==> config.mk <==
export PLATFORM = sky130hd
export DESIGN_NAME = calendar_alarm_timekeeper
export DESIGN_NICKNAME = d
export VERILOG_FILES = /design/src/rtc_cal_pkg.sv /design/src/alarm_match_unit.sv /design/src/calendar_alarm_timekeeper.sv
export SDC_FILE = /design/constraint.sdc
export NUM_CORES = 1
export LEC_CHECK = 0
export ABC_AREA = 1
export BUFFER_PORTS_ARGS = -buffer_cell sky130_fd_sc_hd__buf_2
export CAP_MARGIN = 25
export CORE_MARGIN = 2
export CORE_UTILIZATION = 40
export DETAILED_ROUTE_END_ITERATION = 16
export PLACE_DENSITY = 0.56
export REMOVE_ABC_BUFFERS = 1
export SYNTH_ARGS = -nofsm -noshare
export SYNTH_HDL_FRONTEND = slang
export SYNTH_SLANG_ARGS = --single-unit
==> constraint.sdc <==
create_clock -name clk -period 4 [get_ports clk]
set_clock_uncertainty 0.15 [all_clocks]
set_input_delay 0.6 -clock clk [delete_from_list [all_inputs] [get_ports clk]]
set_output_delay 0.6 -clock clk [all_outputs]
set_load 0.01 [all_outputs]
==> src/rtc_cal_pkg.sv <==
// Shared constants for the calendar and alarm timekeeper
package rtc_cal_pkg;

  // Register offsets
  localparam logic [7:0] OFS_WEEKDAY   = 8'h03;
  localparam logic [7:0] OFS_DATE      = 8'h04;
  localparam logic [7:0] OFS_MONTH     = 8'h05;
  localparam logic [7:0] OFS_YEAR      = 8'h06;
  localparam logic [7:0] OFS_CONTROL   = 8'h07;
  localparam logic [7:0] OFS_ALM0_BASE = 8'h0A;
  localparam logic [7:0] OFS_ALM1_BASE = 8'h11;

  // Register index inside one alarm unit
  localparam logic [2:0] ALM_IDX_SEC   = 3'h0;
  localparam logic [2:0] ALM_IDX_MIN   = 3'h1;
  localparam logic [2:0] ALM_IDX_HOUR  = 3'h2;
  localparam logic [2:0] ALM_IDX_DAY_OF_WEEK_FIELD = 3'h3;
  localparam logic [2:0] ALM_IDX_DATE  = 3'h4;
  localparam logic [2:0] ALM_IDX_MONTH = 3'h5;

  // Weekday and month register bit positions
  localparam int WK_OSC_RUN_BIT  = 5;
  localparam int WK_PWR_LOSS_BIT = 4;
  localparam int WK_BACKUP_BIT   = 3;
  localparam int MTH_LEAP_BIT    = 5;

  // Control register bit positions
  localparam int CTL_GP_OUT_BIT = 7;
  localparam int CTL_SQW_BIT    = 6;
  localparam int CTL_ALM1_BIT   = 5;
  localparam int CTL_ALM0_BIT   = 4;

  // Alarm weekday and alarm hour register bit positions
  localparam int AW_POL_BIT  = 7;
  localparam int AW_MSK_LSB  = 4;
  localparam int AW_FLAG_BIT = 3;
  localparam int AHR_FMT_BIT = 6;

  // Field masks
  localparam logic [7:0] MASK_DATE  = 8'h3F;
  localparam logic [7:0] MASK_MONTH = 8'h1F;
  localparam logic [7:0] MASK_SEC   = 8'h7F;
  localparam logic [7:0] MASK_HOUR  = 8'h3F;

  // Reset values and BCD limits
  localparam logic [7:0] RST_ONE    = 8'h01;
  localparam logic [7:0] BCD_ZERO   = 8'h00;
  localparam logic [7:0] LAST_MONTH = 8'h12;
  localparam logic [7:0] LAST_YEAR  = 8'h99;
  localparam logic [2:0] LAST_DAY_OF_WEEK_FIELD = 3'h7;
  localparam logic [2:0] FIRST_DAY_OF_WEEK_FIELD = 3'h1;

  // Alarm match select codes
  localparam logic [2:0] MSK_SEC   = 3'b000;
  localparam logic [2:0] MSK_MIN   = 3'b001;
  localparam logic [2:0] MSK_HOUR  = 3'b010;
  localparam logic [2:0] MSK_DAY_OF_WEEK_FIELD = 3'b011;
  localparam logic [2:0] MSK_DATE  = 3'b100;
  localparam logic [2:0] MSK_ALL   = 3'b111;

endpackage : rtc_cal_pkg

==> src/alarm_match_unit.sv <==
// One alarm unit: match registers, mask compare and match flag
`timescale 1ns/10ps
`default_nettype none

module alarm_match_unit (
  // Clock and reset
  input  wire logic       clk,
  input  wire logic       reset_n,
  // Register access
  input  wire logic       wrEn,
  input  wire logic [2:0] wrIdx,
  input  wire logic [7:0] wrData,
  input  wire logic [2:0] rdIdx,
  output logic      [7:0] rdData,
  // Running time
  input  wire logic [7:0] curSeconds,
  input  wire logic [7:0] curMinutes,
  input  wire logic [7:0] curHours,
  input  wire logic [2:0] curWeekday,
  input  wire logic [7:0] curDate,
  input  wire logic [7:0] curMonth,
  // Control and status
  input  wire logic       unitEnable,
  output logic            matchFlag,
  output logic            polarity
);
  import rtc_cal_pkg::*;

  typedef struct packed {
    logic [6:0] sec;
    logic [6:0] min;
    logic [5:0] hour;
    logic       pol;
    logic [2:0] msk;
    logic       flag;
    logic [2:0] day_of_week_field;
    logic [5:0] date;
    logic [4:0] mth;
  } alm_state_t;

  alm_state_t st_r;
  alm_state_t st_nxt;
  logic       matchNow;

  ////////////////////////////////////////////////////////////////////////////
  // Hours compare covers AM/PM and tens bits in the running format
  always_comb begin
    case (st_r.msk)
      MSK_SEC:   matchNow = (st_r.sec == curSeconds[6:0]);
      MSK_MIN:   matchNow = (st_r.min == curMinutes[6:0]);
      MSK_HOUR:  matchNow = (st_r.hour == curHours[5:0]);
      MSK_DAY_OF_WEEK_FIELD: matchNow = (st_r.day_of_week_field == curWeekday);
      MSK_DATE:  matchNow = (st_r.date == curDate[5:0]);
      MSK_ALL:   matchNow = (st_r.sec == curSeconds[6:0])
                          && (st_r.min == curMinutes[6:0])
                          && (st_r.hour == curHours[5:0])
                          && (st_r.day_of_week_field == curWeekday)
                          && (st_r.date == curDate[5:0])
                          && (st_r.mth == curMonth[4:0]);
      default:   matchNow = 1'b0;
    endcase
  end

  ////////////////////////////////////////////////////////////////////////////
  always_comb begin
    st_nxt = st_r;
    if (wrEn) begin
      case (wrIdx)
        ALM_IDX_SEC:   st_nxt.sec = wrData[6:0];
        ALM_IDX_MIN:   st_nxt.min = wrData[6:0];
        ALM_IDX_HOUR:  st_nxt.hour = wrData[5:0];
        ALM_IDX_DAY_OF_WEEK_FIELD: begin
          st_nxt.pol   = wrData[AW_POL_BIT];
          st_nxt.msk   = wrData[AW_MSK_LSB +: 3];
          st_nxt.day_of_week_field = wrData[2:0];
          st_nxt.flag  = 1'b0;
        end
        ALM_IDX_DATE:  st_nxt.date = wrData[5:0];
        ALM_IDX_MONTH: st_nxt.mth = wrData[4:0];
        default:       st_nxt = st_r;
      endcase
    end
    // Set beats a same-cycle clear; a lasting match re-sets the flag
    if (matchNow && unitEnable) begin
      st_nxt.flag = 1'b1;
    end
  end

  always_ff @(posedge clk or negedge reset_n) begin
    if (!reset_n) begin
      st_r       <= '0;
      st_r.day_of_week_field <= FIRST_DAY_OF_WEEK_FIELD;
      st_r.date  <= RST_ONE[5:0];
      st_r.mth   <= RST_ONE[4:0];
    end else begin
      st_r <= st_nxt;
    end
  end

  ////////////////////////////////////////////////////////////////////////////
  always_comb begin
    case (rdIdx)
      ALM_IDX_SEC:   rdData = {1'b0, st_r.sec};
      ALM_IDX_MIN:   rdData = {1'b0, st_r.min};
      ALM_IDX_HOUR:  rdData = {1'b0, curHours[AHR_FMT_BIT], st_r.hour};
      ALM_IDX_DAY_OF_WEEK_FIELD: rdData = {st_r.pol, st_r.msk, st_r.flag, st_r.day_of_week_field};
      ALM_IDX_DATE:  rdData = {2'b00, st_r.date};
      ALM_IDX_MONTH: rdData = {3'b000, st_r.mth};
      default:       rdData = BCD_ZERO;
    endcase
  end

  assign matchFlag = st_r.flag;
  assign polarity  = st_r.pol;

endmodule : alarm_match_unit
`default_nettype wire

==> src/calendar_alarm_timekeeper.sv <==
// Calendar registers, supply status, two alarms and pin routing
//
// Behaviour
// Weekday bit 5 reads oscillator running
// Power loss sets bit 4, clear wipes stamps
// No new stamp while power loss flag set
// Software never sets it; weekday write clears
// Weekday bit 3 enables backup supply input
// Day of week in bits 2-0, 1..7
// Date is BCD, tens 0-3, bits 7-6 zero
// Month bit 5 reads leap year flag
// Month is BCD, tens bit 4, ones 3-0
// Year is two BCD digits
// Two identical independent alarm units
// Hardware sets match flag, software clears it
// Clearing during ongoing match sets flag again
// Pin in alarm mode: alarm on, no square wave
// Alarm output works on backup supply
// Mask codes pick compared fields; 101,110 reserved
// Host configures alarm in prescribed order
// Alarm seconds at 0x0A and 0x11
// Host writes only valid BCD alarm values
// Alarm seconds tens 0-5, ones 0-9
// Polarity 1 asserts high, 0 asserts low; pin uses alarm 0 polarity for both alarms
// Alarm weekday write clears its match flag
// Hours match respects 12/24 hour format
// Compare all masked fields against running time
// Leap year when two-digit year divisible by four
`timescale 1ns/10ps
`default_nettype none

module calendar_alarm_timekeeper #(
  parameter int ADDR_W = 8
) (
  // Clock and reset
  input  wire logic              clk,
  input  wire logic              reset_n,
  // Register port
  input  wire logic [ADDR_W-1:0] regAddr,
  input  wire logic [7:0]        regWrData,
  input  wire logic              regWrEn,
  input  wire logic              regRdEn,
  output logic      [7:0]        regRdData,
  // Running time from the counter chain
  input  wire logic [7:0]        curSeconds,
  input  wire logic [7:0]        curMinutes,
  input  wire logic [7:0]        curHours,
  input  wire logic              dayCarry,
  // Oscillator and supply
  input  wire logic              oscRunningAsync,
  input  wire logic              powerLossEvent,
  output logic                   stampCapture,
  output logic                   stampClear,
  output logic                   backupSupplyEnable,
  output logic                   squareWaveEnable,
  // Multi-function pin, open drain
  output logic                   mfpOut,
  output logic                   mfpOe
);
  import rtc_cal_pkg::*;

  if (ADDR_W < 5 || ADDR_W > 8) begin : g_chk
    $error("ADDR_W must lie between 5 and 8");
  end

  typedef struct packed {
    logic       oscMeta;
    logic       oscSync;
    logic       pwrLoss;
    logic       backupEn;
    logic [2:0] day_of_week_field;
    logic [7:0] date;
    logic [7:0] month;
    logic [7:0] year;
    logic [7:0] ctrl;
    logic [7:0] rdData;
    logic       capture;
    logic       clear;
    logic       pinLevel;
  } top_state_t;

  top_state_t st_r;
  top_state_t st_nxt;

  ////////////////////////////////////////////////////////////////////////////
  // BCD helpers
  function automatic logic [7:0] bcdInc(input logic [7:0] v);
    if (v[3:0] == 4'h9) begin
      bcdInc = {v[7:4] + 4'h1, 4'h0};
    end else begin
      bcdInc = {v[7:4], v[3:0] + 4'h1};
    end
  endfunction : bcdInc

  // Divisible by four: even tens with 0,4,8 or odd tens with 2,6
  function automatic logic isLeap(input logic [7:0] y);
    if (y[4]) begin
      isLeap = (y[3:0] == 4'h2) || (y[3:0] == 4'h6);
    end else begin
      isLeap = (y[3:0] == 4'h0) || (y[3:0] == 4'h4)
            || (y[3:0] == 4'h8);
    end
  endfunction : isLeap

  function automatic logic [7:0] lastDay(input logic [7:0] m,
                                         input logic       leap);
    case (m)
      8'h02:   lastDay = leap ? 8'h29 : 8'h28;
      8'h04, 8'h06, 8'h09, 8'h11: lastDay = 8'h30;
      default: lastDay = 8'h31;
    endcase
  endfunction : lastDay

  ////////////////////////////////////////////////////////////////////////////
  // Address decode
  // Each alarm window is six registers; gaps between them read zero
  logic [7:0] addr8;
  logic       hitAlm0;
  logic       hitAlm1;
  logic [7:0] idx0;
  logic [7:0] idx1;
  logic [7:0] alm0Rd;
  logic [7:0] alm1Rd;
  logic       alm0Flag;
  logic       alm1Flag;
  logic       alm0Pol;
  logic       leapNow;

  assign addr8   = 8'(regAddr);
  assign idx0    = addr8 - OFS_ALM0_BASE;
  assign idx1    = addr8 - OFS_ALM1_BASE;
  assign hitAlm0 = (addr8 >= OFS_ALM0_BASE)
                && (addr8 <= OFS_ALM0_BASE + 8'h05);
  assign hitAlm1 = (addr8 >= OFS_ALM1_BASE)
                && (addr8 <= OFS_ALM1_BASE + 8'h05);
  assign leapNow = isLeap(st_r.year);

  ////////////////////////////////////////////////////////////////////////////
  // Alarm units
  alarm_match_unit u_alarm0 (
    .clk        (clk),
    .reset_n    (reset_n),
    .wrEn       (regWrEn && hitAlm0),
    .wrIdx      (idx0[2:0]),
    .wrData     (regWrData),
    .rdIdx      (idx0[2:0]),
    .rdData     (alm0Rd),
    .curSeconds (curSeconds),
    .curMinutes (curMinutes),
    .curHours   (curHours),
    .curWeekday (st_r.day_of_week_field),
    .curDate    (st_r.date),
    .curMonth   (st_r.month),
    .unitEnable (st_r.ctrl[CTL_ALM0_BIT]),
    .matchFlag  (alm0Flag),
    .polarity   (alm0Pol)
  );

  alarm_match_unit u_alarm1 (
    .clk        (clk),
    .reset_n    (reset_n),
    .wrEn       (regWrEn && hitAlm1),
    .wrIdx      (idx1[2:0]),
    .wrData     (regWrData),
    .rdIdx      (idx1[2:0]),
    .rdData     (alm1Rd),
    .curSeconds (curSeconds),
    .curMinutes (curMinutes),
    .curHours   (curHours),
    .curWeekday (st_r.day_of_week_field),
    .curDate    (st_r.date),
    .curMonth   (st_r.month),
    .unitEnable (st_r.ctrl[CTL_ALM1_BIT]),
    .matchFlag  (alm1Flag),
    .polarity   ()
  );

  ////////////////////////////////////////////////////////////////////////////
  // Next state
  always_comb begin
    logic almMode;
    logic almActive;
    logic monthWrap;
    almMode   = 1'b0;
    almActive = 1'b0;
    monthWrap = 1'b0;
    st_nxt    = st_r;

    // Oscillator status crosses in through two flops
    st_nxt.oscMeta = oscRunningAsync;
    st_nxt.oscSync = st_r.oscMeta;
    st_nxt.capture = 1'b0;
    st_nxt.clear   = 1'b0;

    // Midnight carry through the calendar
    if (dayCarry) begin
      st_nxt.day_of_week_field = (st_r.day_of_week_field == LAST_DAY_OF_WEEK_FIELD) ? FIRST_DAY_OF_WEEK_FIELD
                                                : st_r.day_of_week_field + 3'h1;
      if (st_r.date == lastDay(st_r.month, leapNow)) begin
        st_nxt.date = RST_ONE;
        monthWrap   = 1'b1;
      end else begin
        st_nxt.date = bcdInc(st_r.date);
      end
      if (monthWrap) begin
        if (st_r.month == LAST_MONTH) begin
          st_nxt.month = RST_ONE;
          st_nxt.year  = (st_r.year == LAST_YEAR) ? BCD_ZERO
                                                  : bcdInc(st_r.year);
        end else begin
          st_nxt.month = bcdInc(st_r.month);
        end
      end
    end

    // Software writes override the carry for the written register
    if (regWrEn) begin
      case (addr8)
        OFS_WEEKDAY: begin
          st_nxt.backupEn = regWrData[WK_BACKUP_BIT];
          st_nxt.day_of_week_field    = regWrData[2:0];
          st_nxt.pwrLoss  = 1'b0;
          st_nxt.clear    = st_r.pwrLoss;
        end
        OFS_DATE:    st_nxt.date = regWrData & MASK_DATE;
        OFS_MONTH:   st_nxt.month = regWrData & MASK_MONTH;
        OFS_YEAR:    st_nxt.year = regWrData;
        OFS_CONTROL: st_nxt.ctrl = regWrData;
        default:     st_nxt.ctrl = st_r.ctrl;
      endcase
    end

    // A loss while the flag stands is dropped to keep the old stamp
    if (powerLossEvent && !st_r.pwrLoss) begin
      st_nxt.pwrLoss = 1'b1;
      st_nxt.capture = 1'b1;
      st_nxt.clear   = 1'b0;
    end

    // Registered read data
    if (regRdEn) begin
      case (addr8)
        OFS_WEEKDAY: st_nxt.rdData = {2'b00, st_r.oscSync, st_r.pwrLoss,
                                      st_r.backupEn, st_r.day_of_week_field};
        OFS_DATE:    st_nxt.rdData = st_r.date;
        OFS_MONTH:   st_nxt.rdData = {2'b00, leapNow,
                                      st_r.month[4:0]};
        OFS_YEAR:    st_nxt.rdData = st_r.year;
        OFS_CONTROL: st_nxt.rdData = st_r.ctrl;
        default: begin
          if (hitAlm0) begin
            st_nxt.rdData = alm0Rd;
          end else if (hitAlm1) begin
            st_nxt.rdData = alm1Rd;
          end else begin
            st_nxt.rdData = BCD_ZERO;
          end
        end
      endcase
    end

    // Pin routing; no supply gating so alarms survive on backup
    almMode   = (st_r.ctrl[CTL_ALM0_BIT] || st_r.ctrl[CTL_ALM1_BIT])
             && !st_r.ctrl[CTL_SQW_BIT];
    almActive = (st_r.ctrl[CTL_ALM0_BIT] && alm0Flag)
             || (st_r.ctrl[CTL_ALM1_BIT] && alm1Flag);
    if (almMode) begin
      st_nxt.pinLevel = almActive ? alm0Pol : !alm0Pol;
    end else if (!st_r.ctrl[CTL_SQW_BIT]) begin
      st_nxt.pinLevel = st_r.ctrl[CTL_GP_OUT_BIT];
    end else begin
      st_nxt.pinLevel = 1'b1;
    end
  end

  ////////////////////////////////////////////////////////////////////////////
  always_ff @(posedge clk or negedge reset_n) begin
    if (!reset_n) begin
      st_r          <= '0;
      st_r.day_of_week_field    <= FIRST_DAY_OF_WEEK_FIELD;
      st_r.date     <= RST_ONE;
      st_r.month    <= RST_ONE;
      st_r.year     <= RST_ONE;
      st_r.pinLevel <= 1'b1;
    end else begin
      st_r <= st_nxt;
    end
  end

  ////////////////////////////////////////////////////////////////////////////
  // Outputs
  // Pin level is registered, so it trails the match flag by a cycle
  assign regRdData          = st_r.rdData;
  assign stampCapture       = st_r.capture;
  assign stampClear         = st_r.clear;
  assign backupSupplyEnable = st_r.backupEn;
  assign squareWaveEnable   = st_r.ctrl[CTL_SQW_BIT];
  // Open drain: only ever pulls low
  assign mfpOut             = 1'b0;
  assign mfpOe              = !st_r.pinLevel;

endmodule : calendar_alarm_timekeeper
`default_nettype wire

Word level (Yosys, flattened, before mapping) --
Index checks and enable logic that the tools add are counted.
Storage, ports and cells: bits in registers 128, bits of input ports 47, output and inout bits 14
Operators by class: $add $sub $neg 9, magnitude comparators 4, equality and inequality tests 53, mux-type cells 46, reductions and logical operators 58
Operator list (number):
- 8-bit two-way mux | 14
- 8-bit one-hot mux with 6 select lines | 2
- 8-bit by 3-bit equality test with 1-bit output, second input constant | 6
- 8-bit one-hot mux with 5 select lines | 1
- 37-bit two-way mux | 1
- 2-bit AND reduction | 17
- 15-bit two-way mux | 2
- 7-bit equality test | 4
- 3-bit equality test, second input constant | 9
- 27-bit two-way mux | 1
- 4-bit by 1-bit adder with 4-bit output, second input constant | 6
- 3-bit by 2-bit equality test with 1-bit output, second input constant | 8
- 6-bit equality test | 4
- 1-bit logical AND | 20
- 4-bit equality test, second input constant | 4
- 8-bit by 2-bit equality test with 1-bit output, second input constant | 2
- 8-bit by 5-bit equality test with 1-bit output, second input constant | 2
- 16-bit two-way mux | 1
- 5-bit two-way mux | 3
- 3-bit by 1-bit equality test with 1-bit output, second input constant | 4
- 3-bit logical NOT | 4
- 1-bit two-way mux | 12
- 6-bit two-way mux | 2
- 1-bit one-hot mux with 6 select lines | 2
- other kinds (23) | 39

Logic depth before layout (Yosys ltp) --
Gate-level depths: netlist of the first run.
depth after elaboration 15, gate-level depth with buffers 16, gate-level depth less buffers 15

Hierarchy --
A second synthesis of the first run with hierarchy kept.
Unflattened totals: cell total of the unflattened synthesis 1205, area, all modules 8318.0 um2
By module, submodules not included:
- alarm_match_unit | times used 2, cells each 350, area an instance 2404.8 um2, sequential area each 979.7 um2
- calendar_alarm_timekeeper | times used 1, cells each 505, area an instance 3508.4 um2, sequential area each 1257.5 um2

Least setup slack after synthesis of the first run --
Ideal clock, no wire load.
path type input to register, start in regAddr[1], end reg st_r, in the netlist regRdData[4], setup time 0.076 ns, data arrival time 1.951 ns, required time 3.774 ns, slack 1.823 ns, stages on the path 8, path buffers 0, path through nor2_2 ha_1 nor2_1 a22o_1 o21ai_1 nand2_1 nor2_1 o21ai_1
On the way: cells in the longest elaborated chain, start to end 6, elaborated cells between the ends (all ways) 30
Ends and longest elaborated chain:
- start: declaration | RTL line calendar_alarm_timekeeper.sv:39 | input wire logic [ADDR_W-1:0] regAddr,
- 3-bit by 1-bit subtractor with 3-bit output | RTL line calendar_alarm_timekeeper.sv:131 | assign idx1 = addr8 - OFS_ALM1_BASE;
- 3-bit equality test, or another cell as far along | RTL line alarm_match_unit.sv:102 | case (rdIdx)
- 8-bit one-hot mux with 6 select lines | RTL line alarm_match_unit.sv:102
- 8-bit two-way mux | RTL line calendar_alarm_timekeeper.sv:253 | end else if (hitAlm1) begin
- 8-bit two-way mux | RTL line calendar_alarm_timekeeper.sv:251 | if (hitAlm0) begin
- 8-bit one-hot mux with 5 select lines * | RTL line calendar_alarm_timekeeper.sv:242 | case (addr8)
- end signal: assignment | RTL line calendar_alarm_timekeeper.sv:286 | st_r <= st_nxt;
- end: declaration | RTL line calendar_alarm_timekeeper.sv:82 | top_state_t st_r;
Mark *: on every way between the ends. The rest lies on a longest branch, timed or not. A chain may end at the register's enable or synchronous reset.

==> results.md, run 1 <==
* Crit. End Element: register
* Final total power at 0.003935 W
* Overall routed net length at 24.41 mm
* # resized after CTS at 0
* Worst-Skew Late Latency at 430 ps
* Total gr overflow at 0
* CTS Buf Count at 17
* Fin. Hold Viols at 0
* FF+latch count, synth at 128
* Worst-Margin Slew at 952.5 ps
* Vias in the first global route at 6435
* Max Slew Vio Count at 0
* Cell accounting for the most synthesized area: dfrtp_1
* Initial antenna violation count at 0
* Final setup viols at 0
* I/O Buffers at 56
* Vias/cell at 5.191
* Syn-to-layout area delta at 13.05%
* Post-synth top area share at 37.28%
* FF-to-FF Start: st_r[31]$_DFF_PN0_
* Post-Synthesis Cells at 1041
* Filler cell count at 2019
* Initial core utilization at 40.62%
* Setup bufs post-CTS at 0
* WL per Instance at 17.99 microns
* Synth cell types at 46
* Sequential cell area fraction in the yosys report at 40.96%
* Final instance area at 0.008879 sq mm
* Via Count at 7044
* LEAKAGE at 4.296 nW
* DRC viols at 0
* Startpoint types: register
* Post-DP HPWL at 18.06 mm
* Clk sink count at 128
* Routability cong. at 0.9420
* Mapped Area at 0.007854 sq mm
* Htree depth at 4
* RSZ-0062 raised after global routing: false
* Tot GR Track Use at 24.53%
* Main synth FF type: dfrtp_1
* Post-synth EDFFs at 0
* First-pass DRT Iterations at 6
* FMAX at 383.3 MHz
* FP Rows at 51
* Synth top cells by count: nand2_1, dfrtp_1, inv_1
* Min-delay worst type: input port to async pin
* ANT cells at 0
* Final TNS setup at 0 ps
* Nets at 1138
* Crit path DAT at 2790 ps
* Required @ worst endpoint at 4180 ps
* Max Fanout on Critical Path at 12
* Register-to-Register Path Depth at 15
* Post-synth ARST share at 100.0%
* CTS tree: done
* Final min period at 2609 ps
* Power density over the cells at 443.2 mW/mm^2
* Root buf cell: clkbuf_16
* Deepest clock path buffer count at 2
* Most common cell in the netlist: nand2_1
* Synth top area cells: dfrtp_1, nand2_1, o21ai_0
* Yosys warns at 0
* Die width at 144.1 microns
* Global-route wire length before repair at 37.56 mm
* Worst R2R Setup Slack at 1390 ps
* Final Cycle Share at 65.22%
* Worst VDD drop at 322.0 uV
* Die area at 0.02077 sq mm
* R2R Path End: st_r[21]$_DFF_PN0_
* Setup CP Type: register to register
* Area post-placement at 0.008254 sq mm
* Layout cell share with drive strength beyond 1 at 14.10%
* Largest net degree at the start of global routing at 74
* Core box area at 0.01933 sq mm
* Clk slew on worst S/H paths at 60 ps
* I/O Pins at 61
* MaxCap Viol Count at 0
* DR iter-0 viols at 591
* Max-Slew Margin vs Limit at 36.01%
* Post-CTS Hold Buffers at 0
* Status: complete, no violations
* Antenna Nets Post-Route at 0
* Die H at 144.1 microns
* Syn Area/Cell at 7.544 sq um
[critical path, stage by stage, from the launching register on]
cell	delay, ps
dfrtp_1	490
inv_1	200
ha_1	180
nand3_1	120
inv_1	90
nand2_1	80
nand2_1	70
nand3b_1	110
inv_2	60
nand2_1	50
nor2_2	170
nand2_1	350
nand2_1	170
nand3_1	90
nand2_1	70
inv_1	40
[registers in the layout, summed over array words and instances (netlist names)]
| register | count |
|---|---|
| st_r | 37 |
| u_alarm0.st_r | 37 |
| u_alarm1.st_r | 37 |
| regRdData | 8 |
| backupSupplyEnable | 1 |
| squareWaveEnable | 1 |
| st_nxt | 1 |
| stampCapture | 1 |
| stampClear | 1 |
| u_alarm0.matchFlag | 1 |
| u_alarm0.polarity | 1 |
| u_alarm1.matchFlag | 1 |
| u_alarm1.polarity | 1 |
[cell type report]
class | count | area [sq um] | area share, %
repair buffers | 57 | 306.5 | 3.453
clock inverters | 12 | 157.7 | 1.776
well taps | 265 | 331.6 | 3.734
flip-flops and latches | 128 | 3217 | 36.23
inverters | 104 | 400.4 | 4.510
multi-input cells | 771 | 3999 | 45.04
clock buffers | 20 | 466.7 | 5.256
[power by group]
group	internal, W	switching, W	total, W
combinational	0.000264	0.000420	0.000684
sequential	0.00142	0.000193	0.00161
clock	0.00103	0.000609	0.00164
[placed cells by master, fill, tap and decap left out, types with 4 or more instances in the layout]
cell type | netlist | final
nand2_1 | 318 | 318
dfrtp_1 | 117 | 117
inv_1 | 98 | 98
o21ai_0 | 92 | 92
nor2_1 | 76 | 76
buf_2 | 1 | 55
nand3_1 | 46 | 46
xor2_1 | 32 | 32
xnor2_1 | 26 | 26
a21oi_1 | 22 | 22
o21ai_1 | 21 | 21
o21ai_2 | 21 | 21
nand4_1 | 18 | 18
clkbuf_16 | 0 | 17
a22oi_1 | 12 | 12
ha_1 | 12 | 12
dfstp_2 | 11 | 11
nor2_2 | 9 | 9
nand2_2 | 9 | 9
o2111ai_1 | 9 | 9
o22ai_1 | 8 | 8
nor3_1 | 7 | 7
inv_2 | 4 | 4
a22o_1 | 4 | 4
[worst max-delay path by stage]
stage,end,slack (ps),from,cells past startpoint
4_1_cts,st_r[21]$_DFF_PN0_,1390,st_r[31]$_DFF_PN0_,15
2_1_floorplan,regRdData[4]$_DFFE_PN0P_,1820,regAddr[1],8
3_5_place_dp,regRdData[4]$_DFFE_PN0P_,1210,regAddr[1],9
5_1_grt,st_r[25]$_DFF_PN0_,1180,st_r[31]$_DFF_PN0_,15
3_3_place_gp,regRdData[4]$_DFFE_PN0P_,1210,regAddr[1],9
6_report,st_r[21]$_DFF_PN0_,1390,st_r[31]$_DFF_PN0_,15
[kinds of logic after synthesis]
logic type                 Yosys count  share of synthesized area (%)
and+or+nand+nor                    499                          26.92
AOI/OAI and AO/OA                  201                          15.56
buffers and inverters              142                          8.125
DFF                                128                          40.96
xor gates and xnor gates            58                          6.468
adders and majority gates           12                          1.912
other                                1                        0.04775
[routing by layer]
metal,track usage [%],vias up,part of all wire (%)
met4,8.256,0,1.9
li1,-,3483,-
met3,3.775,28,4.7
met2,37.47,203,45
met5,0,-,0
met1,35.53,3330,48
[stage by stage]
step / std cells / setup slack (ps) / hold WS (ps) / util [%]
floorplan: 1003 / 1823 / 154.4 / -
global placement: 1325 / 1207 / 184.9 / 42.69
detailed placement: 1325 / 1210 / 191.8 / 42.69
CTS: 1357 / 1388 / 73.68 / 45.92
global route: 1357 / 1179 / 88.28 / 45.92
finish: 1357 / 1391 / 34.37 / 45.92
Power figures use the tool's default switching activity.
==> inputs of run 2 (changes only) <==
- ABC_AREA: 1 -> 0
- clock period: 4 -> 2.7 ns (I/O delays scaled with it)
==> results.md, run 2 <==
* CP max stage delay at 460 ps (-30 ps)
* Startpoint types: register
* Hold path endpoint: st_r[47]$_DFFE_PN0P_
* Antenna Nets Post-Route at 0 (unchanged)
* Die H at 145.2 microns (+0.78%)
* Final Cycle Share at 97.05% (+32 points)
* Via Count at 6904 (-2.0%)
* Worst hold path depth at 3
* CTS tree: done
* Total gr overflow at 0 (unchanged)
* Post-synth ARST share at 100.0% (unchanged)
* FP Rows at 51 (unchanged)
* Required @ worst endpoint at 2860 ps (-1320 ps)
* Max-Slew Margin vs Limit at 56.32% (+20 points)
* LEAKAGE at 4.405 nW (+2.5%)
* Global-route wire length before repair at 42.19 mm (+12%)
* Main synth FF type: dfrtp_1
* Final total power at 0.006414 W (+63%)
* ANT cells at 0 (unchanged)
* Synth cell types at 70 (+52%)
* Routability cong. at 0.9795 (+4.0%)
* RSZ-0062 raised after global routing: true
* Syn Area/Cell at 10.10 sq um (+34%)
* Overall routed net length at 27.45 mm (+12%)
* Most frequent cells in the layout: dfrtp_1, mux2_2, buf_4
* Vias/cell at 5.831 (+12%)
* Die width at 145.2 microns (+0.78%)
* Fin. Hold Viols at 0 (unchanged)
* Tot GR Track Use at 26.23% (+1.7 points)
* Worst R2R Setup Slack at 80 ps (-1310 ps)
* Crit path cell chain: a211oi_1 -> a211o_1 -> a2111oi_4 -> buf_4 -> mux2i_2 -> buf_4 -> mux2i_1 -> nand2_1
* Worst Hold Slack at 55.53 ps (+21.17 ps)
* Crit. End Element: register
* Syn-to-layout area delta at 22.08%
* Hold wc startpoint: powerLossEvent
* Post-synth EDFFs at 0 (unchanged)
* DR iter-0 viols at 561 (-5.1%)
* Max Slew Vio Count at 0 (unchanged)
* Clk slew on worst S/H paths at 60 ps (about the same)
* Final setup viols at 0 (unchanged)
* Power density over the cells at 658.3 mW/mm^2 (+49%)
* Setup CP Type: register to register
* Deepest clock path buffer count at 2 (unchanged)
* Core box area at 0.01953 sq mm (+0.99%)
* Min-delay worst type: input port to register
* Synth top cells by count: dfrtp_1, mux2_2, nand2_1
* Post-Synthesis Cells at 790 (-24%)
* Commonest non-fill, non-tap cell in the layout: dfrtp_1
* I/O Pins at 61 (unchanged)
* Initial antenna violation count at 0 (unchanged)
* Initial core utilization at 40.87% (+0.25 points)
* Final min period at 2620 ps (+11.81 ps)
* Worst VDD drop at 404.6 uV (+26%)
* FF-to-FF Start: st_r[22]$_DFF_PN0_
* Cell accounting for the most synthesized area: dfrtp_1
* Biggest regs: st_r: 37 flops, u_alarm0.st_r: 37 flops, u_alarm1.st_r: 37 flops
* Nets at 965 (-15%)
* Yosys warns at 0 (unchanged)
* Htree depth at 4 (unchanged)
* Max Fanout on Critical Path at 6 (-6)
* FF+latch count, synth at 128 (unchanged)
* Die area at 0.02110 sq mm (+1.6%)
* Status: complete, no violations
* CP max stage cell: dfrtp_1
* Synth top area cells: dfrtp_1, mux2_2, xor2_1
* Sequential cell area fraction in the yosys report at 40.31% (-0.65 points)
* I/O Buffers at 56 (unchanged)
* Post-synth top area share at 36.69% (-0.59 points)
* Mapped Area at 0.007980 sq mm (+1.6%)
* R2R Path End: st_r[24]$_DFF_PN0_
* DRC viols at 0 (unchanged)
* FMAX at 381.6 MHz (-0.45%)
* Crit path DAT at 2780 ps (about the same)
* WL per Instance at 23.19 microns (+29%)
* Register-to-Register Path Depth at 8 (-7)
* Most common cell in the netlist: dfrtp_1
* Clk sink count at 128 (unchanged)
* Worst-Skew Late Latency at 430 ps (about the same)
* CTS Buf Count at 17 (unchanged)
* Largest net degree at the start of global routing at 60 (-19%)
* Post-DP HPWL at 20.24 mm (+12%)
* Vias in the first global route at 6893 (+7.1%)
* Worst-Margin Slew at 652.8 ps (-299.8 ps)
* MaxCap Viol Count at 0 (unchanged)
* Root buf cell: clkbuf_16
* First-pass DRT Iterations at 6 (unchanged)
* Layout cell share with drive strength beyond 1 at 34.06% (+20 points)
* Most Frequent Cell on Critical Path: buf_4
-- run 2: cell types whose count changed after synthesis, sizes merged, moves of 10 or more --
| cell | before | now |
|---|---|---|
| nand2b | 0 | 10 |
| mux2i | 0 | 19 |
| a22oi | 12 | 2 |
| a31oi | 1 | 11 |
| nand3 | 46 | 19 |
| nor2 | 88 | 48 |
| inv | 104 | 24 |
| clkbuf | 17 | 30 |
| o21ai | 134 | 34 |
| nand2 | 329 | 55 |
| nor2b | 0 | 17 |
| mux2 | 0 | 90 |
| xor2 | 32 | 44 |
-- run 2: logic make-up after synthesis --
logic type / share of synthesized area, %
AO/OA/AOI/OAI: 13.01
XOR/XNOR: 8.012
adder cells (fa/ha/maj): 1.881
buffers and inverters: 4.186
flip-flops: 40.31
multiplexers: 17.06
other: 0.04699
AND/OR/NAND/NOR: 15.49
-- run 2: layout make-up --
| type | instances | area [sq um] |
|---|---|---|
| Fill cell | 1825 | 9784 |
| Multi-Input combinational cell | 586 | 4527 |
| Sequential cell | 128 | 3218 |
| Timing Repair Buffer | 149 | 1016 |
| Clock buffer | 19 | 452.9 |
| Tap cell | 265 | 331.6 |
| Clock inverter | 13 | 106.4 |
| Inverter | 24 | 90.09 |
-- run 2: layer usage --
layer	vias up	GRT usage (%)	part of all wire [%]
met5	-	0	0
met4	0	7.647	2.6
met3	45	5.126	6.0
met2	232	41.71	48
met1	3498	36.44	44
li1	3129	-	-
-- run 2: worst max path at each step --
stage	cells past startpoint	startpoint	to	slack, ps
after CTS	10	st_r[31]$_DFF_PN0_	st_r[20]$_DFF_PN0_	2
after global placement	10	st_r[31]$_DFF_PN0_	st_r[33]$_DFF_PN0_	-120
after global routing	10	st_r[31]$_DFF_PN0_	st_r[19]$_DFF_PN1_	-50
final	8	st_r[22]$_DFF_PN0_	st_r[24]$_DFF_PN0_	80
after detailed placement	10	st_r[31]$_DFF_PN0_	st_r[33]$_DFF_PN0_	-180
after floorplan	7	st_r[31]$_DFF_PN0_	st_r[20]$_DFF_PN0_	-210
-- run 2: critical path: cells and delay by family, from the launching register on --
kind,cells,cell delay [ps]
flip-flops,1,460
AND/OR/NAND/NOR,1,70
buffers and inverters,2,420
multiplexers,2,460
AO/OA/AOI/OAI,3,930
-- run 2: report_power, final --
| part | switching (W) | total [W] | internal (W) |
|---|---|---|---|
| Combinational | 0.00102 | 0.00186 | 0.000842 |
| Sequential | 0.000235 | 0.00235 | 0.00211 |
| Clock | 0.000967 | 0.00220 | 0.00124 |
-- run 2: per-stage QoR --
stage	util [%]	setup TNS [ps]	setup WS (ps)	area (sq um)	cells
2_1_floorplan	-	-1626	-214.1	7736	738
3_3_place_gp	46.26	-1764	-122.2	9032	1146
3_5_place_dp	46.26	-3126	-180.2	9032	1146
4_1_cts	49.37	0	1.539	9639	1182
5_1_grt	49.89	-210.2	-52.26	9742	1184
6_report	49.89	0	79.53	9742	1184
-- run 2: what timing repair did --
action                                  CTS  global route
setup buffers                             2             1
pin swaps                                 3            12
gates cloned                              0             1
resized for setup                         3            20
hold buffers                              2             0
endpoints found under the setup margin   13            17
endpoints found under the hold margin    50             0
